## src/ocd_pkg.sv

```systemverilog
`default_nettype none
package ocd_pkg;
  // ==========================================================
  // Register map
  localparam int OCD_NUM_REGS = 14;
  localparam int OCD_NUM_PECL = 3;
  localparam int OCD_NUM_LVCH = 2;
  typedef logic [7:0] ocd_byte_t;
  typedef logic [9:0] ocd_addr_t;
  localparam ocd_addr_t OCD_REG_ADDR [OCD_NUM_REGS] = '{
    10'h190, 10'h191, 10'h193, 10'h194, 10'h196, 10'h197, 10'h199,
    10'h19A, 10'h19B, 10'h19C, 10'h19E, 10'h19F, 10'h1A0, 10'h1A1};
  localparam ocd_byte_t OCD_REG_RESET [OCD_NUM_REGS] = '{
    8'h00, 8'h80, 8'h00, 8'h00, 8'h00, 8'h00, 8'h00,
    8'h00, 8'h00, 8'h00, 8'h00, 8'h00, 8'h00, 8'h00};
  localparam ocd_addr_t OCD_UPDATE_ADDR = 10'h232;
  localparam int OCD_UPDATE_BIT = 0;
  localparam logic [4:0] OCD_NO_REG = 5'h1F;
  // ==========================================================
  // Field layout
  localparam int OCD_PECL_BASE   = 0;
  localparam int OCD_PECL_STRIDE = 2;
  localparam int OCD_LVCH_BASE   = 6;
  localparam int OCD_LVCH_STRIDE = 4;
  localparam int OCD_LV_S1_CNT   = 0;
  localparam int OCD_LV_PHASE    = 1;
  localparam int OCD_LV_S2_CNT   = 2;
  localparam int OCD_LV_CTRL     = 3;
  localparam int OCD_NIB         = 4;
  localparam int OCD_LOW_LSB     = 4;
  localparam int OCD_HIGH_LSB    = 0;
  localparam int OCD_PC_BYPASS   = 7;
  localparam int OCD_PC_NOSYNC   = 6;
  localparam int OCD_PC_FORCE    = 5;
  localparam int OCD_PC_START    = 4;
  localparam int OCD_PC_PH_LSB   = 0;
  localparam int OCD_LC_BYP2     = 5;
  localparam int OCD_LC_BYP1     = 4;
  localparam int OCD_LC_NOSYNC   = 3;
  localparam int OCD_LC_FORCE    = 2;
  localparam int OCD_LC_START2   = 1;
  localparam int OCD_LC_START1   = 0;
  localparam int OCD_LV_PH2_LSB  = 4;
  localparam int OCD_LV_PH1_LSB  = 0;
  localparam logic [5:0] OCD_DIV_EXTRA = 6'h02;
  typedef enum {OCD_RUN, OCD_PHASE, OCD_HOLD} ocd_state_t;
endpackage
`default_nettype wire

```

## src/ocd_cfg_if.sv

```systemverilog
`timescale 1ns/1ps
`default_nettype none
interface ocd_cfg_if;
  logic [3:0] low_cnt;
  logic [3:0] high_cnt;
  logic [3:0] phase;
  logic       bypass;
  logic       nosync;
  logic       force_hi;
  logic       start_hi;
  modport src (output low_cnt, high_cnt, phase, bypass, nosync, force_hi, start_hi);
  modport stage (input low_cnt, high_cnt, phase, bypass, nosync, force_hi, start_hi);
endinterface
`default_nettype wire

```

## src/ocd_stage.sv

```systemverilog
`timescale 1ns/1ps
`default_nettype none
module ocd_stage
  import ocd_pkg::*;
(
  input  wire logic clk,
  input  wire logic rst_b,
  ocd_cfg_if.stage  cfg,
  input  wire logic in_tick,
  input  wire logic in_lvl,
  input  wire logic hold,
  input  wire logic restart,
  output logic      out_lvl,
  output logic      out_tick
);
  // ==========================================================
  // Divider stage
  // Each half period is fixed by the ratio alone, so the split between the
  // two count fields never shows in the duty cycle. Odd ratios give the
  // high half one input cycle more, the best an edge counter can do.
  logic [5:0] div_ratio;
  ocd_state_t state_reg;
  logic [5:0] cnt_reg;
  logic [3:0] ph_reg;
  logic       out_reg;
  logic       out_d_reg;

  function automatic logic [5:0] half_len(input logic lvl, input logic [5:0] d);
    return lvl ? (d - {1'b0, d[5:1]}) : {1'b0, d[5:1]};
  endfunction

  assign div_ratio = {2'b00, cfg.low_cnt} + {2'b00, cfg.high_cnt} + OCD_DIV_EXTRA;

  always_ff @(posedge clk or negedge rst_b)
  begin
    if (!rst_b)
    begin
      state_reg <= OCD_RUN;
      cnt_reg   <= 6'h01;
      ph_reg    <= 4'h0;
      out_reg   <= 1'b0;
    end
    else if (cfg.bypass)
    begin
      out_reg   <= in_lvl;
      state_reg <= OCD_RUN;
      cnt_reg   <= 6'h01;
    end
    else if (hold && cfg.nosync)
      out_reg <= cfg.force_hi;
    else if (hold)
    begin
      state_reg <= OCD_HOLD;
      out_reg   <= cfg.start_hi;
    end
    else if (restart && !cfg.nosync)
    begin
      out_reg   <= cfg.start_hi;
      cnt_reg   <= half_len(cfg.start_hi, div_ratio);
      ph_reg    <= cfg.phase;
      state_reg <= (cfg.phase == 4'h0) ? OCD_RUN : OCD_PHASE;
    end
    else if (in_tick)
    begin
      case (state_reg)
        OCD_PHASE:
        begin
          if (ph_reg == 4'h1)
            state_reg <= OCD_RUN;
          ph_reg <= ph_reg - 4'h1;
        end
        OCD_RUN:
        begin
          if (cnt_reg <= 6'h01)
          begin
            out_reg <= ~out_reg;
            cnt_reg <= half_len(~out_reg, div_ratio);
          end
          else
            cnt_reg <= cnt_reg - 6'h01;
        end
        default:
          state_reg <= OCD_RUN;
      endcase
    end
  end

  always_ff @(posedge clk or negedge rst_b)
  begin
    if (!rst_b)
      out_d_reg <= 1'b0;
    else
      out_d_reg <= out_reg;
  end

  assign out_lvl  = out_reg;
  assign out_tick = out_reg & ~out_d_reg;

  a_bypass_follow: assert property (@(posedge clk) disable iff (!rst_b)
    cfg.bypass |=> out_reg == $past(in_lvl))
    else $error("Bypassed stage does not follow its input.");
  a_hold_static: assert property (@(posedge clk) disable iff (!rst_b)
    (hold && !cfg.nosync && !cfg.bypass) |=> out_reg == $past(cfg.start_hi))
    else $error("Held stage is not at its static level.");
  a_force_level: assert property (@(posedge clk) disable iff (!rst_b)
    (hold && cfg.nosync && !cfg.bypass) |=> out_reg == $past(cfg.force_hi))
    else $error("Sync-ignoring stage is not at its forced level.");
  a_nosync_ignores: assert property (@(posedge clk) disable iff (!rst_b)
    (restart && cfg.nosync && !cfg.bypass && state_reg == OCD_RUN)
      |=> state_reg == OCD_RUN)
    else $error("Sync-ignoring stage reacted to a restart.");
  a_restart_start: assert property (@(posedge clk) disable iff (!rst_b)
    (restart && !hold && !cfg.nosync && !cfg.bypass)
      |=> out_reg == $past(cfg.start_hi) && ph_reg == $past(cfg.phase))
    else $error("Restart did not load start level and offset.");
  a_half_reload: assert property (@(posedge clk) disable iff (!rst_b)
    (state_reg == OCD_RUN && in_tick && cnt_reg == 6'h01 && !cfg.bypass && !hold && !restart)
      |=> out_reg != $past(out_reg) && cnt_reg == half_len(out_reg, $past(div_ratio)))
    else $error("Half period reload is wrong.");
endmodule
`default_nettype wire

```

## src/ocd_dividers.sv

```systemverilog
// Overview of operation
// - A single-stage divider divides by low count plus high count plus two, low in [7:4].
// - Duty-cycle correction is always on, so the count split never changes the duty.
// - Control bit 7 bypasses a single-stage divider and passes its input to the output.
// - After reset the first single-stage divider is bypassed and the other two divide.
// - A clear sync-ignore bit makes the divider obey the sync signal; set ignores its release and forces the level while held.
// - The force-level bit sets the static level, effective only with sync-ignore set.
// - The start-level bit sets whether the output starts high or low on toggling.
// - Every stage has a four-bit phase offset that resets to zero.
// - A dual-stage channel cascades two stages, each dividing by its counts plus two.
// - Bits 5 and 4 bypass the second and first stage of a dual-stage channel.
// - A dual-stage channel shares sync-ignore at bit 3 and force-level at bit 2.
// - Bits 1 and 0 give the second and first stage their own start levels.
// - The second dual-stage channel repeats the first at its own four registers.
// - Sync held holds participating dividers static; its release restarts them.
// - Writes land in buffer registers and go active when update-all is written one.
`timescale 1ns/1ps
`default_nettype none
module ocd_dividers
  import ocd_pkg::*;
(
  input  wire logic       REF_CLK,
  input  wire logic       RST_B,
  input  wire logic       SYNC_B,
  input  wire logic       DIST_CLK,
  input  wire logic       REG_WR,
  input  wire logic [9:0] REG_ADDR,
  input  wire logic [7:0] REG_WDATA,
  output logic      [7:0] REG_RDATA,
  output logic      [2:0] PECL_OUT,
  output logic      [1:0] LVCH_OUT
);
  // ==========================================================
  // Pin synchronisers
  // Bit 0 carries the sync request, bit 1 the divider input clock. The
  // input clock is sampled, so it must stay below half of REF_CLK.
  logic [1:0] pin_s1_reg;
  logic [1:0] pin_s2_reg;
  logic [1:0] pin_s3_reg;
  logic       sync_hold;
  logic       sync_restart;
  logic       dist_tick;
  logic       dist_lvl;

  always_ff @(posedge REF_CLK or negedge RST_B)
  begin
    if (!RST_B)
    begin
      pin_s1_reg <= 2'h1;
      pin_s2_reg <= 2'h1;
      pin_s3_reg <= 2'h1;
    end
    else
    begin
      pin_s1_reg <= {DIST_CLK, SYNC_B};
      pin_s2_reg <= pin_s1_reg;
      pin_s3_reg <= pin_s2_reg;
    end
  end

  assign sync_hold    = ~pin_s2_reg[0];
  assign sync_restart = pin_s2_reg[0] & ~pin_s3_reg[0];
  assign dist_lvl     = pin_s2_reg[1];
  assign dist_tick    = pin_s2_reg[1] & ~pin_s3_reg[1];

  // ==========================================================
  // Register decode
  function automatic logic [4:0] reg_index(input ocd_addr_t addr);
    logic [4:0] idx;
    idx = OCD_NO_REG;
    for (int i = 0; i < OCD_NUM_REGS; i++)
    begin
      if (addr == OCD_REG_ADDR[i])
        idx = 5'(i);
    end
    return idx;
  endfunction

  logic [4:0] wr_idx;
  logic [4:0] rd_idx;

  assign wr_idx = reg_index(REG_ADDR);
  assign rd_idx = reg_index(REG_ADDR);

  // ==========================================================
  // Buffer and active registers
  // Software only ever sees the buffer copy; the dividers only ever see the
  // active copy, so a half-written set of fields can never glitch a channel.
  ocd_byte_t buf_reg [OCD_NUM_REGS];
  ocd_byte_t act_reg [OCD_NUM_REGS];
  logic      upd_reg;
  logic [7:0] rdata_reg;

  always_ff @(posedge REF_CLK or negedge RST_B)
  begin
    if (!RST_B)
    begin
      for (int i = 0; i < OCD_NUM_REGS; i++)
        buf_reg[i] <= OCD_REG_RESET[i];
    end
    else if (REG_WR && wr_idx != OCD_NO_REG)
      buf_reg[wr_idx[3:0]] <= REG_WDATA;
  end

  always_ff @(posedge REF_CLK or negedge RST_B)
  begin
    if (!RST_B)
      upd_reg <= 1'b0;
    else
      upd_reg <= REG_WR && (REG_ADDR == OCD_UPDATE_ADDR) && REG_WDATA[OCD_UPDATE_BIT];
  end

  always_ff @(posedge REF_CLK or negedge RST_B)
  begin
    if (!RST_B)
    begin
      for (int i = 0; i < OCD_NUM_REGS; i++)
        act_reg[i] <= OCD_REG_RESET[i];
    end
    else if (upd_reg)
    begin
      for (int i = 0; i < OCD_NUM_REGS; i++)
        act_reg[i] <= buf_reg[i];
    end
  end

  always_ff @(posedge REF_CLK or negedge RST_B)
  begin
    if (!RST_B)
      rdata_reg <= 8'h00;
    else if (rd_idx == OCD_NO_REG)
      rdata_reg <= 8'h00;
    else
      rdata_reg <= buf_reg[rd_idx[3:0]];
  end

  assign REG_RDATA = rdata_reg;

  // ==========================================================
  // Single-stage channels
  logic [2:0] pecl_lvl;

  generate
    for (genvar p = 0; p < OCD_NUM_PECL; p++)
    begin : g_pecl
      localparam int CI = OCD_PECL_BASE + p * OCD_PECL_STRIDE;
      ocd_cfg_if cfg ();

      assign cfg.low_cnt  = act_reg[CI][OCD_LOW_LSB +: OCD_NIB];
      assign cfg.high_cnt = act_reg[CI][OCD_HIGH_LSB +: OCD_NIB];
      assign cfg.bypass   = act_reg[CI + 1][OCD_PC_BYPASS];
      assign cfg.nosync   = act_reg[CI + 1][OCD_PC_NOSYNC];
      assign cfg.force_hi = act_reg[CI + 1][OCD_PC_FORCE];
      assign cfg.start_hi = act_reg[CI + 1][OCD_PC_START];
      assign cfg.phase    = act_reg[CI + 1][OCD_PC_PH_LSB +: OCD_NIB];

      ocd_stage u_stage (
        .clk      (REF_CLK),
        .rst_b    (RST_B),
        .cfg      (cfg.stage),
        .in_tick  (dist_tick),
        .in_lvl   (dist_lvl),
        .hold     (sync_hold),
        .restart  (sync_restart),
        .out_lvl  (pecl_lvl[p]),
        .out_tick ()
      );
    end
  endgenerate

  assign PECL_OUT = pecl_lvl;

  // ==========================================================
  // Dual-stage channels
  // Both channels come from one loop, so their layouts cannot drift apart.
  logic [1:0] lvch_lvl;

  generate
    for (genvar c = 0; c < OCD_NUM_LVCH; c++)
    begin : g_lvch
      localparam int CB = OCD_LVCH_BASE + c * OCD_LVCH_STRIDE;
      ocd_cfg_if s1cfg ();
      ocd_cfg_if s2cfg ();
      logic s1_lvl;
      logic s1_tick;

      assign s1cfg.low_cnt  = act_reg[CB + OCD_LV_S1_CNT][OCD_LOW_LSB +: OCD_NIB];
      assign s1cfg.high_cnt = act_reg[CB + OCD_LV_S1_CNT][OCD_HIGH_LSB +: OCD_NIB];
      assign s1cfg.phase    = act_reg[CB + OCD_LV_PHASE][OCD_LV_PH1_LSB +: OCD_NIB];
      assign s1cfg.bypass   = act_reg[CB + OCD_LV_CTRL][OCD_LC_BYP1];
      assign s1cfg.nosync   = act_reg[CB + OCD_LV_CTRL][OCD_LC_NOSYNC];
      assign s1cfg.force_hi = act_reg[CB + OCD_LV_CTRL][OCD_LC_FORCE];
      assign s1cfg.start_hi = act_reg[CB + OCD_LV_CTRL][OCD_LC_START1];

      assign s2cfg.low_cnt  = act_reg[CB + OCD_LV_S2_CNT][OCD_LOW_LSB +: OCD_NIB];
      assign s2cfg.high_cnt = act_reg[CB + OCD_LV_S2_CNT][OCD_HIGH_LSB +: OCD_NIB];
      assign s2cfg.phase    = act_reg[CB + OCD_LV_PHASE][OCD_LV_PH2_LSB +: OCD_NIB];
      assign s2cfg.bypass   = act_reg[CB + OCD_LV_CTRL][OCD_LC_BYP2];
      assign s2cfg.nosync   = act_reg[CB + OCD_LV_CTRL][OCD_LC_NOSYNC];
      assign s2cfg.force_hi = act_reg[CB + OCD_LV_CTRL][OCD_LC_FORCE];
      assign s2cfg.start_hi = act_reg[CB + OCD_LV_CTRL][OCD_LC_START2];

      ocd_stage u_first (
        .clk      (REF_CLK),
        .rst_b    (RST_B),
        .cfg      (s1cfg.stage),
        .in_tick  (dist_tick),
        .in_lvl   (dist_lvl),
        .hold     (sync_hold),
        .restart  (sync_restart),
        .out_lvl  (s1_lvl),
        .out_tick (s1_tick)
      );

      // The second stage counts first-stage rising edges, flagged in the same
      // REF_CLK cycle in which the first-stage output goes high.
      ocd_stage u_second (
        .clk      (REF_CLK),
        .rst_b    (RST_B),
        .cfg      (s2cfg.stage),
        .in_tick  (s1_tick),
        .in_lvl   (s1_lvl),
        .hold     (sync_hold),
        .restart  (sync_restart),
        .out_lvl  (lvch_lvl[c]),
        .out_tick ()
      );
    end
  endgenerate

  assign LVCH_OUT = lvch_lvl;

  // ==========================================================
  // Checks
  a_update_copy: assert property (@(posedge REF_CLK) disable iff (!RST_B)
    upd_reg |=> act_reg[1] == $past(buf_reg[1]) && act_reg[9] == $past(buf_reg[9]))
    else $error("Update did not copy buffers to active registers.");

  a_active_hold: assert property (@(posedge REF_CLK) disable iff (!RST_B)
    !upd_reg |=> act_reg[1] == $past(act_reg[1]) && act_reg[13] == $past(act_reg[13]))
    else $error("Active register changed without an update.");

  a_update_pulse: assert property (@(posedge REF_CLK) disable iff (!RST_B)
    (REG_WR && REG_ADDR == OCD_UPDATE_ADDR && REG_WDATA[OCD_UPDATE_BIT]) ##1 !REG_WR
      |=> !upd_reg)
    else $error("Update command did not clear itself.");

  a_restart_once: assert property (@(posedge REF_CLK) disable iff (!RST_B)
    sync_restart |=> !sync_restart && !sync_hold ##0 $past(pin_s3_reg[0]) == 1'b0)
    else $error("Sync restart is not a single pulse at release.");

  // ==========================================================
  // Output and register checks
  // Register indices follow the order of the address table in the package.
  a_rdata_mapped: assert property (@(posedge REF_CLK) disable iff (!RST_B)
    rd_idx != OCD_NO_REG
      |=> REG_RDATA == $past(buf_reg[rd_idx[3:0]]))
    else $error("Read data is not the buffer register.");

  a_rdata_unmapped: assert property (@(posedge REF_CLK) disable iff (!RST_B)
    rd_idx == OCD_NO_REG
      |=> REG_RDATA == 8'h00)
    else $error("Unmapped read did not return zero.");

  a_buffer_write: assert property (@(posedge REF_CLK) disable iff (!RST_B)
    REG_WR && wr_idx != OCD_NO_REG
      |=> buf_reg[$past(wr_idx[3:0])] == $past(REG_WDATA))
    else $error("Write did not land in the buffer register.");

  a_update_lvch: assert property (@(posedge REF_CLK) disable iff (!RST_B)
    upd_reg
      |=> act_reg[6] == $past(buf_reg[6]) && act_reg[13] == $past(buf_reg[13]))
    else $error("Update did not copy dual-stage registers.");

  a_div0_bypass: assert property (@(posedge REF_CLK) disable iff (!RST_B)
    act_reg[1][OCD_PC_BYPASS]
      |=> PECL_OUT[0] == $past(dist_lvl))
    else $error("Bypassed first divider does not pass its input.");

  a_div1_bypass: assert property (@(posedge REF_CLK) disable iff (!RST_B)
    act_reg[3][OCD_PC_BYPASS]
      |=> PECL_OUT[1] == $past(dist_lvl))
    else $error("Bypassed second divider does not pass its input.");

  a_div2_bypass: assert property (@(posedge REF_CLK) disable iff (!RST_B)
    act_reg[5][OCD_PC_BYPASS]
      |=> PECL_OUT[2] == $past(dist_lvl))
    else $error("Bypassed third divider does not pass its input.");

  a_lva_bypass: assert property (@(posedge REF_CLK) disable iff (!RST_B)
    act_reg[9][OCD_LC_BYP2] && act_reg[9][OCD_LC_BYP1] && $past(act_reg[9][OCD_LC_BYP1])
      |=> LVCH_OUT[0] == $past(dist_lvl, 2))
    else $error("Fully bypassed first dual channel does not pass its input.");

  a_lvb_bypass: assert property (@(posedge REF_CLK) disable iff (!RST_B)
    act_reg[13][OCD_LC_BYP2] && act_reg[13][OCD_LC_BYP1] && $past(act_reg[13][OCD_LC_BYP1])
      |=> LVCH_OUT[1] == $past(dist_lvl, 2))
    else $error("Fully bypassed second dual channel does not pass its input.");

  a_div0_hold: assert property (@(posedge REF_CLK) disable iff (!RST_B)
    sync_hold && !act_reg[1][OCD_PC_BYPASS] && !act_reg[1][OCD_PC_NOSYNC]
      |=> PECL_OUT[0] == $past(act_reg[1][OCD_PC_START]))
    else $error("Held first divider is not at its start level.");

  a_div1_hold: assert property (@(posedge REF_CLK) disable iff (!RST_B)
    sync_hold && !act_reg[3][OCD_PC_BYPASS] && !act_reg[3][OCD_PC_NOSYNC]
      |=> PECL_OUT[1] == $past(act_reg[3][OCD_PC_START]))
    else $error("Held second divider is not at its start level.");

  a_div2_hold: assert property (@(posedge REF_CLK) disable iff (!RST_B)
    sync_hold && !act_reg[5][OCD_PC_BYPASS] && !act_reg[5][OCD_PC_NOSYNC]
      |=> PECL_OUT[2] == $past(act_reg[5][OCD_PC_START]))
    else $error("Held third divider is not at its start level.");

  a_div1_force: assert property (@(posedge REF_CLK) disable iff (!RST_B)
    sync_hold && !act_reg[3][OCD_PC_BYPASS] && act_reg[3][OCD_PC_NOSYNC]
      |=> PECL_OUT[1] == $past(act_reg[3][OCD_PC_FORCE]))
    else $error("Second divider is not at its forced level.");

  a_div2_force: assert property (@(posedge REF_CLK) disable iff (!RST_B)
    sync_hold && !act_reg[5][OCD_PC_BYPASS] && act_reg[5][OCD_PC_NOSYNC]
      |=> PECL_OUT[2] == $past(act_reg[5][OCD_PC_FORCE]))
    else $error("Third divider is not at its forced level.");

  a_lva_hold: assert property (@(posedge REF_CLK) disable iff (!RST_B)
    sync_hold && !act_reg[9][OCD_LC_BYP2] && !act_reg[9][OCD_LC_NOSYNC]
      |=> LVCH_OUT[0] == $past(act_reg[9][OCD_LC_START2]))
    else $error("Held first dual channel is not at its start level.");

  a_lva_force: assert property (@(posedge REF_CLK) disable iff (!RST_B)
    sync_hold && !act_reg[9][OCD_LC_BYP2] && act_reg[9][OCD_LC_NOSYNC]
      |=> LVCH_OUT[0] == $past(act_reg[9][OCD_LC_FORCE]))
    else $error("First dual channel is not at its forced level.");

  a_lvb_force: assert property (@(posedge REF_CLK) disable iff (!RST_B)
    sync_hold && !act_reg[13][OCD_LC_BYP2] && act_reg[13][OCD_LC_NOSYNC]
      |=> LVCH_OUT[1] == $past(act_reg[13][OCD_LC_FORCE]))
    else $error("Second dual channel is not at its forced level.");
endmodule
`default_nettype wire

```

## config.mk

```make
export PLATFORM = sky130hd
export DESIGN_NAME = ocd_dividers
export DESIGN_NICKNAME = d
export VERILOG_FILES = /design/src/ocd_pkg.sv /design/src/ocd_cfg_if.sv /design/src/ocd_stage.sv /design/src/ocd_dividers.sv
export SDC_FILE = /design/constraint.sdc
export NUM_CORES = 1
export LEC_CHECK = 0
export BUFFER_PORTS_ARGS = -buffer_cell sky130_fd_sc_hd__buf_2
export CAP_MARGIN = 20
export CORE_ASPECT_RATIO = 2
export CORE_MARGIN = 3
export CORE_UTILIZATION = 51
export CTS_BUF_LIST = sky130_fd_sc_hd__clkbuf_8
export DETAILED_ROUTE_END_ITERATION = 7
export PLACE_DENSITY = 0.67
export SYNTH_ARGS = -nofsm -noshare
export SYNTH_HDL_FRONTEND = slang
export SYNTH_HIERARCHICAL = 1
export SYNTH_SLANG_ARGS = --single-unit
```

## constraint.sdc

```tcl
create_clock -name REF_CLK -period 6 [get_ports REF_CLK]
set_clock_uncertainty 0.15 [all_clocks]
set_input_delay 0.9 -clock REF_CLK [delete_from_list [all_inputs] [get_ports REF_CLK]]
set_output_delay 0.9 -clock REF_CLK [all_outputs]
set_load 0.005 [all_outputs]
```

==> results of run 1 <==
-- worst max path at each step --
stage | startpoint | depth (start not counted) | endpoint
final | act_reg[109]$_DFFE_PN0P_ | 15 | g_pecl[0].u_stage/cnt_reg[4]$_DFFE_PN0P_
after global placement | REG_ADDR[1] | 6 | buf_reg[15]$_DFFE_PN0P_
after global routing | act_reg[109]$_DFFE_PN0P_ | 15 | g_pecl[0].u_stage/cnt_reg[4]$_DFFE_PN0P_
after detailed placement | REG_ADDR[3] | 6 | buf_reg[11]$_DFFE_PN0P_
after CTS | act_reg[109]$_DFFE_PN0P_ | 15 | g_pecl[0].u_stage/cnt_reg[4]$_DFFE_PN0P_
after floorplan | act_reg[109]$_DFFE_PN0P_ | 15 | g_pecl[0].u_stage/cnt_reg[4]$_DFFE_PN0P_
-- power breakdown --
part	internal [mW]	switching (mW)	leakage (nW)
sequential	2.43	0.266	4.42
combinational	0.534	0.792	5.20
clock	1.05	0.887	0.568
-- metal layers --
metal,vias to the layer above,GRT usage (%),wire [um]
met5,-,0,0
met4,0,16.8,4080
met3,167,3.06,1570
met2,311,47.0,28200
met1,7528,26.8,19600
li1,7190,-,-
-- stage by stage --
stage,utilization [%],power [mW],hold WS [ps],setup WS (ps),cell area (um2)
after floorplan,-,3.76,181,2860,20200
after global placement,53.0,4.02,196,2440,20600
after detailed placement,53.0,4.05,192,2350,20600
after CTS,55.7,6.01,38.7,2520,21700
after global routing,55.7,6.31,60.5,2260,21700
final,55.7,5.96,54.5,2560,21700
-- critical path: cells and delay by family, from the launching register on --
family | cells | cell delay, ps
buf+inv | 4 | 250
xor+xnor | 2 | 510
flops | 1 | 340
fa+ha+maj | 4 | 1240
compound gates | 5 | 900
-- cell usage in the layout (no fill, tap or decap), types with 10 or more instances in the layout --
master and n:
dfrtp_1 315, nor2_1 173, mux2_2 166, a21oi_1 126, inv_1 125, nand2_1 123, ha_1 112, o21ai_1 68
clkbuf_8 54, o21ai_0 50, mux2_1 47, nor3_1 44, xnor2_1 42, a211oi_1 39, o22ai_1 34, buf_2 34
nand2b_1 31, o31ai_1 28, nor2b_1 27, xor2_1 16, a22o_1 15, a21o_1 15, nand3_1 14, mux2_4 14
fa_1 14, o211ai_1 13, buf_4 13, clkinv_2 12, dfstp_2 12, o211ai_2 11, a2111oi_0 11, a221oi_1 10
a41oi_1 10
-- cell type report --
type / instances / area share [%]
clock buffers: 54 / 3.43
repair buffers: 50 / 1.49
well taps: 520 / 3.00
multi-input cells: 1446 / 50.8
diodes: 1 / 0.0115
flip-flops and latches: 328 / 38.0
clock inverters: 31 / 1.31
inverters: 117 / 2.03
==> Flow_metrics.wiki, run 1 <==
{| class="wikitable"
! Metric !! Value
|-
| Die Footprint || 0.0421 mm2
|-
| Aggregate routed wire length || 53400 um
|-
| Category of the worst setup path launch point || register
|-
| Skew-Pair Late Insertion Delay || 600 ps
|-
| Die X-Extent || 147 um
|-
| Critical Path Fanout Max || 4
|-
| Count of standard-cell rows || 102
|-
| Drt pass-1 iters || 7
|-
| Most used cell, CP || inv_1
|-
| Worst setup path class || reg -> reg
|-
| Share of the cycle needed by the critical path after routing || 57.3%
|-
| DR vias/cell || 5.97
|-
| Clk pin slew, worst setup/hold paths || 70 ps
|-
| Clock buffers created by TritonCTS || 47
|-
| Multi-input combinational cell area || 0.0110 mm2
|-
| Total of endpoints with negative setup slack in the final report || 0
|-
| Class of the tightest hold or removal check || in -> async
|-
| Number of nets in the layout || 2139
|-
| DRC violations left || 0
|-
| Maximum clock rate || 0.291 GHz
|-
| Initial DRC Count || 792
|-
| Max-slew headroom at the worst pin || 34.2%
|-
| Count of instances resized after the clock tree is built || 0
|-
| Net count after synthesis || 2134
|-
| Fillers || 3428
|-
| Root buffer cell || clkbuf_8
|-
| Share of cells above drive strength 1 || 20.1%
|-
| Register-to-register path setup slack || 2560 ps
|-
| Instance count of the mapped netlist || 1985
|-
| Height of the die || 287 um
|-
| Max-Cap Viols || 0
|-
| Placeable Area || 0.0389 mm2
|-
| Critical path cell sequence || inv_1, ha_1, inv_1, ha_1, inv_1, fa_1, xnor2_1, inv_1, ha_1, a21o_1, a21oi_1, xnor2_1, a21oi_1, a311oi_2, a22o_1
|-
| Reg-to-reg critical path endpoint || g_pecl[0].u_stage/cnt_reg[4]$_DFFE_PN0P_
|-
| Number of buffers added for setup after CTS || 0
|-
| FF/Latch Area || 0.00823 mm2
|-
| Hold violation total from the final report || 0
|-
| Post-layout minimum cycle time || 3440 ps
|-
| Worst R2R Path Depth || 15
|-
| CP max stage delay || 460 ps
|-
| Total count of max-transition violations in the final report || 0
|-
| Vias in the first global route || 15.7k
|-
| Total global-route track usage || 25.4%
|-
| Hold-fix buffers at CTS || 0
|-
| Pin count of the biggest net entering global routing || 173
|-
| Deepest clock path buffer count || 3
|-
| Aggregate global routing overflow || 0
|-
| # placed instances || 2461
|-
| Global-route wire length before repair || 85200 um
|-
| Unrepaired setup endpoints after global routing || false
|-
| Clock tree from TritonCTS || done
|-
| Post-Synthesis Cell Area || 0.0202 mm2
|-
| Total of buffers placed on input and output ports || 35
|-
| Kind of capture point of the worst setup path || register
|-
| Area growth from synthesis to layout || 7.50%
|-
| Non-filler cells in the finished layout || 2547
|-
| Average wire per standard cell || 21.0 um
|-
| Leakage power || 10.2 nW
|-
| Flip-flop count of the largest register, all copies and words added || 112
|-
| Count of H-tree levels built during CTS || 2
|-
| Vias || 15.2k
|-
| Warnings from Yosys || 6
|-
| Effective utilization at floorplan || 51.8%
|-
| Post-route antenna net violation count || 0
|-
| Beginning of the worst register-to-register path || act_reg[109]$_DFFE_PN0P_
|-
| Data required time at the worst endpoint || 6380 ps
|-
| Arrival time at the worst endpoint || 3820 ps
|-
| Number of sinks on the clock net || 328
|-
| Tightest Pin Transition || 987 ps
|-
| Final estimated routing congestion in global placement || 1.01
|-
| Average footprint of a synthesized cell || 10.2 um2
|-
| Worst vdd ir || 0.229 mV
|-
| Initial antenna violation count || 1
|-
| Slowest cell on the critical path || fa_1
|-
| Summed negative setup slack over all endpoints || 0 ps
|-
| Half-perimeter wire length after placement || 39800 um
|-
| Status || finished clean
|-
| I/O pin count || 36
|-
| PD cells || 275 mW/mm2
|}
No activity file was read; power rests on OpenSTA's default activity.
==> inputs of run 2 (changes only) <==
- clock period: 6 -> 3.35 ns (I/O delays scaled with it)
==> run 2 against run 1 <==
Effect of this change: sequential power grew 80%; non-clock buffer count grew 50; fmax grew 9.1%; critical path depth shrank 2; critical path type unchanged; worst hold slack gained 56 ps; core utilization grew 1.9 points; setup slack lost 2400 ps; die area is the same; power grew 86%; combinational power grew 84%.
==> Flow_metrics.wiki, run 2 (synthesis gave the netlist of run 1 again) <==
{| class="wikitable"
! Metric !! Value
|-
| Vias || 15.6k (was 15.2k)
|-
| Total global-route track usage || 26.5% (was 25.4%)
|-
| Flip-flop count of the largest register, all copies and words added || 112 (unchanged)
|-
| Status || finished clean (unchanged)
|-
| Final estimated routing congestion in global placement || 1.00 (was 1.01)
|-
| Placeable Area || 0.0389 mm2 (unchanged)
|-
| Max-Cap Viols || 0 (unchanged)
|-
| Slowest cell on the critical path || fa_1 (unchanged)
|-
| Total of buffers placed on input and output ports || 35 (unchanged)
|-
| Die Footprint || 0.0421 mm2 (unchanged)
|-
| Effective utilization at floorplan || 51.8% (unchanged)
|-
| Worst vdd ir || 0.424 mV (was 0.229 mV)
|-
| Number of nets in the layout || 2192 (was 2139)
|-
| Pin count of the biggest net entering global routing || 84 (was 173)
|-
| Class of the tightest hold or removal check || in -> reg (was in -> async)
|-
| Die X-Extent || 147 um (unchanged)
|-
| Worst slack at placement || 38.9 ps (was 2350 ps)
|-
| Total count of max-transition violations in the final report || 0 (unchanged)
|-
| Half-perimeter wire length after placement || 41700 um (was 39800 um)
|-
| DR vias/cell || 5.97 (about the same)
|-
| Clock network fraction of design power || 34.5% (was 32.5%)
|-
| Number of sinks on the clock net || 328 (unchanged)
|-
| Skew-Pair Late Insertion Delay || 600 ps (about the same)
|-
| Crit path buffers/inverters || 3 (was 4)
|-
| Critical Path Fanout Max || 5 (was 4)
|-
| Combinational share of power || 22.0% (was 22.3%)
|-
| Count of H-tree levels built during CTS || 2 (unchanged)
|-
| Share of cells above drive strength 1 || 23.4% (was 20.1%)
|-
| Height of the die || 287 um (unchanged)
|-
| Routing usage on met3 || 2.92% (was 3.06%)
|-
| Data required time at the worst endpoint || 3740 ps (was 6380 ps)
|-
| Met1 usage || 28.3% (was 26.8%)
|-
| Fillers || 3364 (was 3428)
|-
| DRC violations left || 0 (unchanged)
|-
| Tightest Pin Transition || 764 ps (was 987 ps)
|-
| Critical path cell sequence || inv_1, ha_1, inv_1, ha_1, inv_1, fa_2, fa_1, a21o_1, a21oi_1, xnor2_1, a21oi_1, a311oi_1, a22o_1 (was inv_1, ha_1, inv_1, ha_1, inv_1, fa_1, xnor2_1, inv_1, ha_1, a21o_1, a21oi_1, xnor2_1, a21oi_1, a311oi_2, a22o_1)
|-
| Setup ws final || 198 ps (was 2560 ps)
|-
| Total of endpoints with negative setup slack in the final report || 0 (unchanged)
|-
| Reg power frac || 43.5% (was 45.2%)
|-
| Post-layout minimum cycle time || 3150 ps (was 3440 ps)
|-
| Clk pin slew, worst setup/hold paths || 70 ps (about the same)
|-
| Maximum clock rate || 0.317 GHz (was 0.291 GHz)
|-
| Switching portion of total power || 32.2% (was 32.7%)
|-
| Category of the worst setup path launch point || register (unchanged)
|-
| Clock tree from TritonCTS || done (unchanged)
|-
| Aggregate global routing overflow || 0 (unchanged)
|-
| Kind of capture point of the worst setup path || register (unchanged)
|-
| Average wire per standard cell || 21.4 um (was 21.0 um)
|-
| Deepest clock path buffer count || 3 (unchanged)
|-
| Worst setup path class || reg -> reg (unchanged)
|-
| Drt pass-1 iters || 6 (was 7)
|-
| Max-slew headroom at the worst pin || 48.7% (was 34.2%)
|-
| Leakage power || 10.6 nW (was 10.2 nW)
|-
| # placed instances || 2506 (was 2461)
|-
| Hold violation total from the final report || 0 (unchanged)
|-
| Post-route antenna net violation count || 0 (unchanged)
|-
| Top library cells by usage in the layout, fill and taps aside || 315 x dfrtp_1, 173 x nor2_1, 166 x mux2_2 (unchanged)
|-
| Most used routing layer || met2 (unchanged)
|-
| Most used cell, CP || inv_1 (unchanged)
|-
| Net Switching || 3.58 mW (was 1.95 mW)
|-
| PD cells || 496 mW/mm2 (was 275 mW/mm2)
|-
| CP max stage delay || 490 ps (was 460 ps)
|-
| Post-route core utilization || 57.5% (was 55.7%)
|-
| Area growth from synthesis to layout || 11.1% (was 7.50%)
|-
| Internal power || 7.52 mW (was 4.01 mW)
|-
| Vias in the first global route || 16.1k (was 15.7k)
|-
| Root buffer cell || clkbuf_8 (unchanged)
|-
| Initial DRC Count || 893 (was 792)
|-
| Non-filler cells in the finished layout || 2608 (was 2547)
|-
| Clock buffers created by TritonCTS || 50 (was 47)
|-
| Arrival time at the worst endpoint || 3540 ps (was 3820 ps)
|-
| I/O pin count || 36 (unchanged)
|-
| Delay-heaviest family, CP || adder cells (unchanged)
|-
| Met2 GRT Util || 50.1% (was 47.0%)
|-
| Leading cell type in the layout, fill and taps excluded || dfrtp_1 (unchanged)
|-
| Initial antenna violation count || 4 (was 1)
|-
| Share of the cycle needed by the critical path after routing || 94.1% (was 57.3%)
|-
| Count of standard-cell rows || 102 (unchanged)
|-
| Aggregate routed wire length || 55700 um (was 53400 um)
|-
| Global-route wire length before repair || 88700 um (was 85200 um)
|}
## run 2: cell count changes in the layout (fill, tap and decap cells not counted), sizes merged
cell | previous run | this run
buf | 50 | 97
clkbuf | 54 | 67
diode | 1 | 4
dlygate4sd3 | 0 | 3
inv | 127 | 124
clkinv | 14 | 12
## run 2: worst reg2reg max path, stage by stage, from the launching register on
cell and delay [ps]:
dfrtp_1 350, inv_1 50, ha_1 260, inv_1 40, ha_1 200, inv_1 70, fa_2 480, fa_1 490
a21o_1 200, a21oi_1 170, xnor2_1 150, a21oi_1 90, a311oi_1 250, a22o_1 150
## run 2: layout make-up
type,count,area [um2],area share [%]
Antenna cell,4,10.0,0.0447
Tap cell,520,651,2.90
Clock inverter,26,250,1.12
Clock buffer,67,922,4.12
Timing Repair Buffer,100,756,3.37
Sequential cell,328,8230,36.7
Multi-Input combinational cell,1446,11100,49.7
Inverter,117,440,1.97
## run 2: final timing paths
kind / from / to / slack (ps) / depth (start not counted)
max in group asynchronous: RST_B / g_pecl[0].u_stage/cnt_reg[0]$_DFFE_PN1P_ / 1810 / 3
min in group asynchronous: RST_B / g_lvch[1].u_first/cnt_reg[1]$_DFFE_PN0P_ / 280 / 2
setup / recovery: act_reg[57]$_DFFE_PN0P_ / g_lvch[0].u_first/cnt_reg[4]$_DFFE_PN0P_ / 200 / 13
hold reg to reg: pin_s1_reg[1]$_DFF_PN0_ / pin_s2_reg[1]$_DFF_PN0_ / 200 / 0
setup reg to reg: act_reg[57]$_DFFE_PN0P_ / g_lvch[0].u_first/cnt_reg[4]$_DFFE_PN0P_ / 200 / 13
hold / removal: REG_ADDR[8] / upd_reg$_DFF_PN0_ / 110 / 3
## run 2: power groups by stage
stage / sequential (mW) / clock [mW] / combinational (mW)
3_5_place_dp: 4.89 / 0 / 2.43
6_report: 4.83 / 3.82 / 2.45
2_1_floorplan: 4.73 / 0 / 2.01
3_3_place_gp: 4.88 / 0 / 2.38
5_1_grt: 4.88 / 4.10 / 2.78
4_1_cts: 4.82 / 3.91 / 2.45
## run 2: layer usage
layer  wire length, um  part of all wire (%)  vias to the layer above
met3              1710                   3.1                      162
li1                  -                     -                     7314
met4              3550                   6.4                        0
met2             30300                    54                      351
met1             20200                    36                     7737
met5                 0                     0                        -
## run 2: repair_timing
action,in CTS,in global routing
endpoints found under the setup margin,0,15
gates resized for setup,0,24
endpoints found under the hold margin,61,0
buffers inserted,0,2
hold buffers,3,0
## run 2: per-stage QoR
stage / instance area [um2] / TNS (ps) / hold WS, ps / total power, mW
floorplan: 20200 / 0 / 56.9 / 6.73
global placement: 21000 / 0 / 188 / 7.26
detailed placement: 21000 / 0 / 188 / 7.32
CTS: 22200 / 0 / 75.4 / 11.2
global route: 22400 / -24.4 / 104 / 11.8
finish: 22400 / 0 / 110 / 11.1
==> inputs of run 3 (changes only) <==
--- a/config.mk
+++ b/config.mk
@@ -13,4 +13,5 @@
 export CTS_BUF_LIST = sky130_fd_sc_hd__clkbuf_8
 export DETAILED_ROUTE_END_ITERATION = 7
+export MAX_ROUTING_LAYER = met4
 export PLACE_DENSITY = 0.67
 export SYNTH_ARGS = -nofsm -noshare
--- a/constraint.sdc
+++ b/constraint.sdc
@@ -3,3 +3,3 @@
 set_input_delay 0.5025 -clock REF_CLK [delete_from_list [all_inputs] [get_ports REF_CLK]]
 set_output_delay 0.5025 -clock REF_CLK [all_outputs]
-set_load 0.005 [all_outputs]
+set_load 0.02 [all_outputs]
==> run 3 against run 2 <==
Effect of this change: first-iteration DRC count grew 2.2%; routed wire length grew 2.4%; register-to-register slack got worse by 30 ps; design area is 0.32% lower; worst hold slack got worse by 26 ps; die area did not move; power shrank 1.0%; sequential power about the same; largest power group unchanged.
==> Flow_metrics.wiki, run 3 (synthesis gave the netlist of run 1 again) <==
{| class="wikitable"
! Metric !! Value
|-
| Aggregate global routing overflow || 0 (unchanged)
|-
| Post-route core utilization || 57.4% (was 57.5%)
|-
| Top library cells by usage in the layout, fill and taps aside || 315 x dfrtp_1, 173 x nor2_1, 166 x mux2_2 (unchanged)
|-
| Switching portion of total power || 33.4% (was 32.2%)
|-
| Class of the tightest hold or removal check || in -> reg (unchanged)
|-
| Aggregate routed wire length || 57100 um (was 55700 um)
|-
| Max-Cap Viols || 0 (unchanged)
|-
| Flip-flop count of the largest register, all copies and words added || 112 (unchanged)
|-
| Combinational share of power || 22.7% (was 22.0%)
|-
| Post-route antenna net violation count || 0 (unchanged)
|-
| Crit path buffers/inverters || 4 (was 3)
|-
| CP max stage delay || 580 ps (was 490 ps)
|-
| Die Footprint || 0.0421 mm2 (unchanged)
|-
| Tightest Pin Transition || 723 ps (was 764 ps)
|-
| Number of nets in the layout || 2199 (was 2192)
|-
| Reg-to-reg critical path endpoint || g_pecl[1].u_stage/cnt_reg[4]$_DFFE_PN0P_ (was g_lvch[0].u_first/cnt_reg[4]$_DFFE_PN0P_)
|-
| Total global-route track usage || 27.8% (was 26.5%)
|-
| Total of buffers placed on input and output ports || 35 (unchanged)
|-
| Pin count of the biggest net entering global routing || 89 (was 84)
|-
| Initial antenna violation count || 3 (was 4)
|-
| Total of endpoints with negative setup slack in the final report || 0 (unchanged)
|-
| Internal power || 7.32 mW (was 7.52 mW)
|-
| Placeable Area || 0.0389 mm2 (unchanged)
|-
| Startpoint of the worst hold path || REG_ADDR[8] (unchanged)
|-
| Kind of capture point of the worst setup path || register (unchanged)
|-
| I/O pin count || 36 (unchanged)
|-
| Summed negative setup slack over all endpoints || 0 ps (unchanged)
|-
| Most used cell, CP || inv_1 (unchanged)
|-
| Initial DRC Count || 913 (was 893)
|-
| Share of the cycle needed by the critical path after routing || 95.0% (was 94.1%)
|-
| Maximum clock rate || 0.314 GHz (was 0.317 GHz)
|-
| PD cells || 492 mW/mm2 (was 496 mW/mm2)
|-
| Count of standard-cell rows || 102 (unchanged)
|-
| Clk pin slew, worst setup/hold paths || 70 ps (about the same)
|-
| Vias || 15.8k (was 15.6k)
|-
| Clock buffers created by TritonCTS || 50 (unchanged)
|-
| Clock tree from TritonCTS || done (unchanged)
|-
| Worst R2R Path Depth || 14 (was 13)
|-
| Root buffer cell || clkbuf_8 (unchanged)
|-
| Height of the die || 287 um (unchanged)
|-
| Hold violation total from the final report || 0 (unchanged)
|-
| Number of sinks on the clock net || 328 (unchanged)
|-
| Area growth from synthesis to layout || 10.8% (was 11.1%)
|-
| Vias in the first global route || 16.4k (was 16.1k)
|-
| Leakage power || 10.6 nW (about the same)
|-
| Critical Path Fanout Max || 5 (unchanged)
|-
| Count of H-tree levels built during CTS || 2 (unchanged)
|-
| Worst vdd ir || 0.488 mV (was 0.424 mV)
|-
| Beginning of the worst register-to-register path || act_reg[93]$_DFFE_PN0P_ (was act_reg[57]$_DFFE_PN0P_)
|-
| Total count of max-transition violations in the final report || 0 (unchanged)
|-
| Max-slew headroom at the worst pin || 51.8% (was 48.7%)
|-
| Status || finished clean (unchanged)
|-
| Slowest cell on the critical path || fa_2 (was fa_1)
|-
| Leading cell type in the layout, fill and taps excluded || dfrtp_1 (unchanged)
|-
| Worst hold endpoint || upd_reg$_DFF_PN0_ (unchanged)
|-
| Worst setup path class || reg -> reg (unchanged)
|-
| Arrival time at the worst endpoint || 3570 ps (was 3540 ps)
|-
| Post-layout minimum cycle time || 3180 ps (was 3150 ps)
|-
| Delay-heaviest family, CP || adder cells (unchanged)
|-
| Skew-Pair Late Insertion Delay || 600 ps (about the same)
|-
| Effective utilization at floorplan || 51.8% (unchanged)
|-
| Clock network fraction of design power || 33.2% (was 34.5%)
|-
| Register-to-register path setup slack || 170 ps (was 200 ps)
|-
| DR vias/cell || 6.04 (was 5.97)
|-
| Global-route wire length before repair || 89900 um (was 88700 um)
|-
| Die X-Extent || 147 um (unchanged)
|-
| Drt pass-1 iters || 7 (was 6)
|-
| Net Switching || 3.67 mW (was 3.58 mW)
|-
| Overall power after layout || 11.0 mW (was 11.1 mW)
|-
| Data required time at the worst endpoint || 3740 ps (about the same)
|-
| Category of the worst setup path launch point || register (unchanged)
|-
| DRC violations left || 0 (unchanged)
|-
| Final estimated routing congestion in global placement || 1.01 (was 1.00)
|-
| Reg power frac || 44.0% (was 43.5%)
|-
| Number of instances on the worst hold path || 3 (unchanged)
|-
| Half-perimeter wire length after placement || 42500 um (was 41700 um)
|-
| Average wire per standard cell || 21.9 um (was 21.4 um)
|-
| Deepest clock path buffer count || 3 (unchanged)
|-
| Share of cells above drive strength 1 || 23.5% (was 23.4%)
|-
| Unrepaired setup endpoints after global routing || true
|-
| Critical path cell sequence || inv_1, ha_1, inv_1, ha_1, inv_1, fa_2, inv_1, ha_1, a21o_1, a21oi_2, xnor2_1, a21oi_1, a311oi_2, a22o_1 (was inv_1, ha_1, inv_1, ha_1, inv_1, fa_2, fa_1, a21o_1, a21oi_1, xnor2_1, a21oi_1, a311oi_1, a22o_1)
|}
==> run 3: cell count changes in the layout (fill, tap and decap cells not counted), moves of 2 or more <==
cell,previous run,this run
buf_4,56,66
clkinv_4,0,3
buf_12,6,3
clkbuf_8,67,57
inv_1,123,125
xnor2_1,34,32
clkinvlp_4,2,4
xnor2_2,8,10
==> run 3: final cells by class <==
type / instances / area [um2]
Antenna cell: 3 / 7.51
Clock buffer: 57 / 785
Clock inverter: 34 / 304
Fill cell: 3395 / 16600
Inverter: 117 / 440
Multi-Input combinational cell: 1446 / 11100
Sequential cell: 328 / 8230
Tap cell: 520 / 651
Timing Repair Buffer: 107 / 771
==> run 3: how the worst max path moves through the flow <==
stage / startpoint / to / slack, ps / depth (start not counted)
floorplan: act_reg[109]$_DFFE_PN0P_ / g_pecl[0].u_stage/cnt_reg[4]$_DFFE_PN0P_ / 210 / 15
global placement: act_reg[109]$_DFFE_PN0P_ / g_pecl[0].u_stage/cnt_reg[4]$_DFFE_PN0P_ / 180 / 15
detailed placement: act_reg[77]$_DFFE_PN0P_ / g_pecl[2].u_stage/cnt_reg[4]$_DFFE_PN0P_ / 70 / 15
CTS: act_reg[77]$_DFFE_PN0P_ / g_pecl[2].u_stage/cnt_reg[4]$_DFFE_PN0P_ / 50 / 15
global route: act_reg[29]$_DFFE_PN0P_ / g_lvch[1].u_first/cnt_reg[4]$_DFFE_PN0P_ / -40 / 14
finish: act_reg[93]$_DFFE_PN0P_ / g_pecl[1].u_stage/cnt_reg[4]$_DFFE_PN0P_ / 170 / 14
==> run 3: stage by stage <==
stage          setup WS [ps]  hold WS [ps]  std cells  area (um2)
2_1_floorplan            206          56.9       1985       20200
3_3_place_gp             176           184       2513       21000
3_5_place_dp            66.5           188       2513       21000
4_1_cts                 53.5          55.8       2607       22200
5_1_grt                -35.1          88.3       2612       22300
6_report                 167          84.9       2612       22300
==> run 3: timing repair <==
action                                 CTS  global route
setup buffers                            0             2
hold buffers                             3             0
setup endpoints to repair                0            14
endpoints found under the hold margin   79             0
resized for setup                        0            24
==> run 3: per-layer routing <==
layer / global-route usage (%) / vias to the layer above / wire, um
met3: 2.89 / 183 / 1800
li1: - / 7311 / -
met5: - / - / 0
met4: 14.4 / 0 / 3360
met1: 29.0 / 7860 / 20700
met2: 51.3 / 416 / 31200
==> run 3: power groups by stage <==
stage          clock, mW  combinational [mW]  sequential (mW)
2_1_floorplan          0                2.01             4.74
3_3_place_gp           0                2.42             4.89
3_5_place_dp           0                2.48             4.90
4_1_cts             3.75                2.50             4.83
5_1_grt             3.91                2.82             4.89
6_report            3.65                2.50             4.84
==> run 3: tightest hold or removal path: cells and delay by family <==
family	cells	cell delay, ps
buffers and inverters	1	80
and+or+nand+nor	2	210
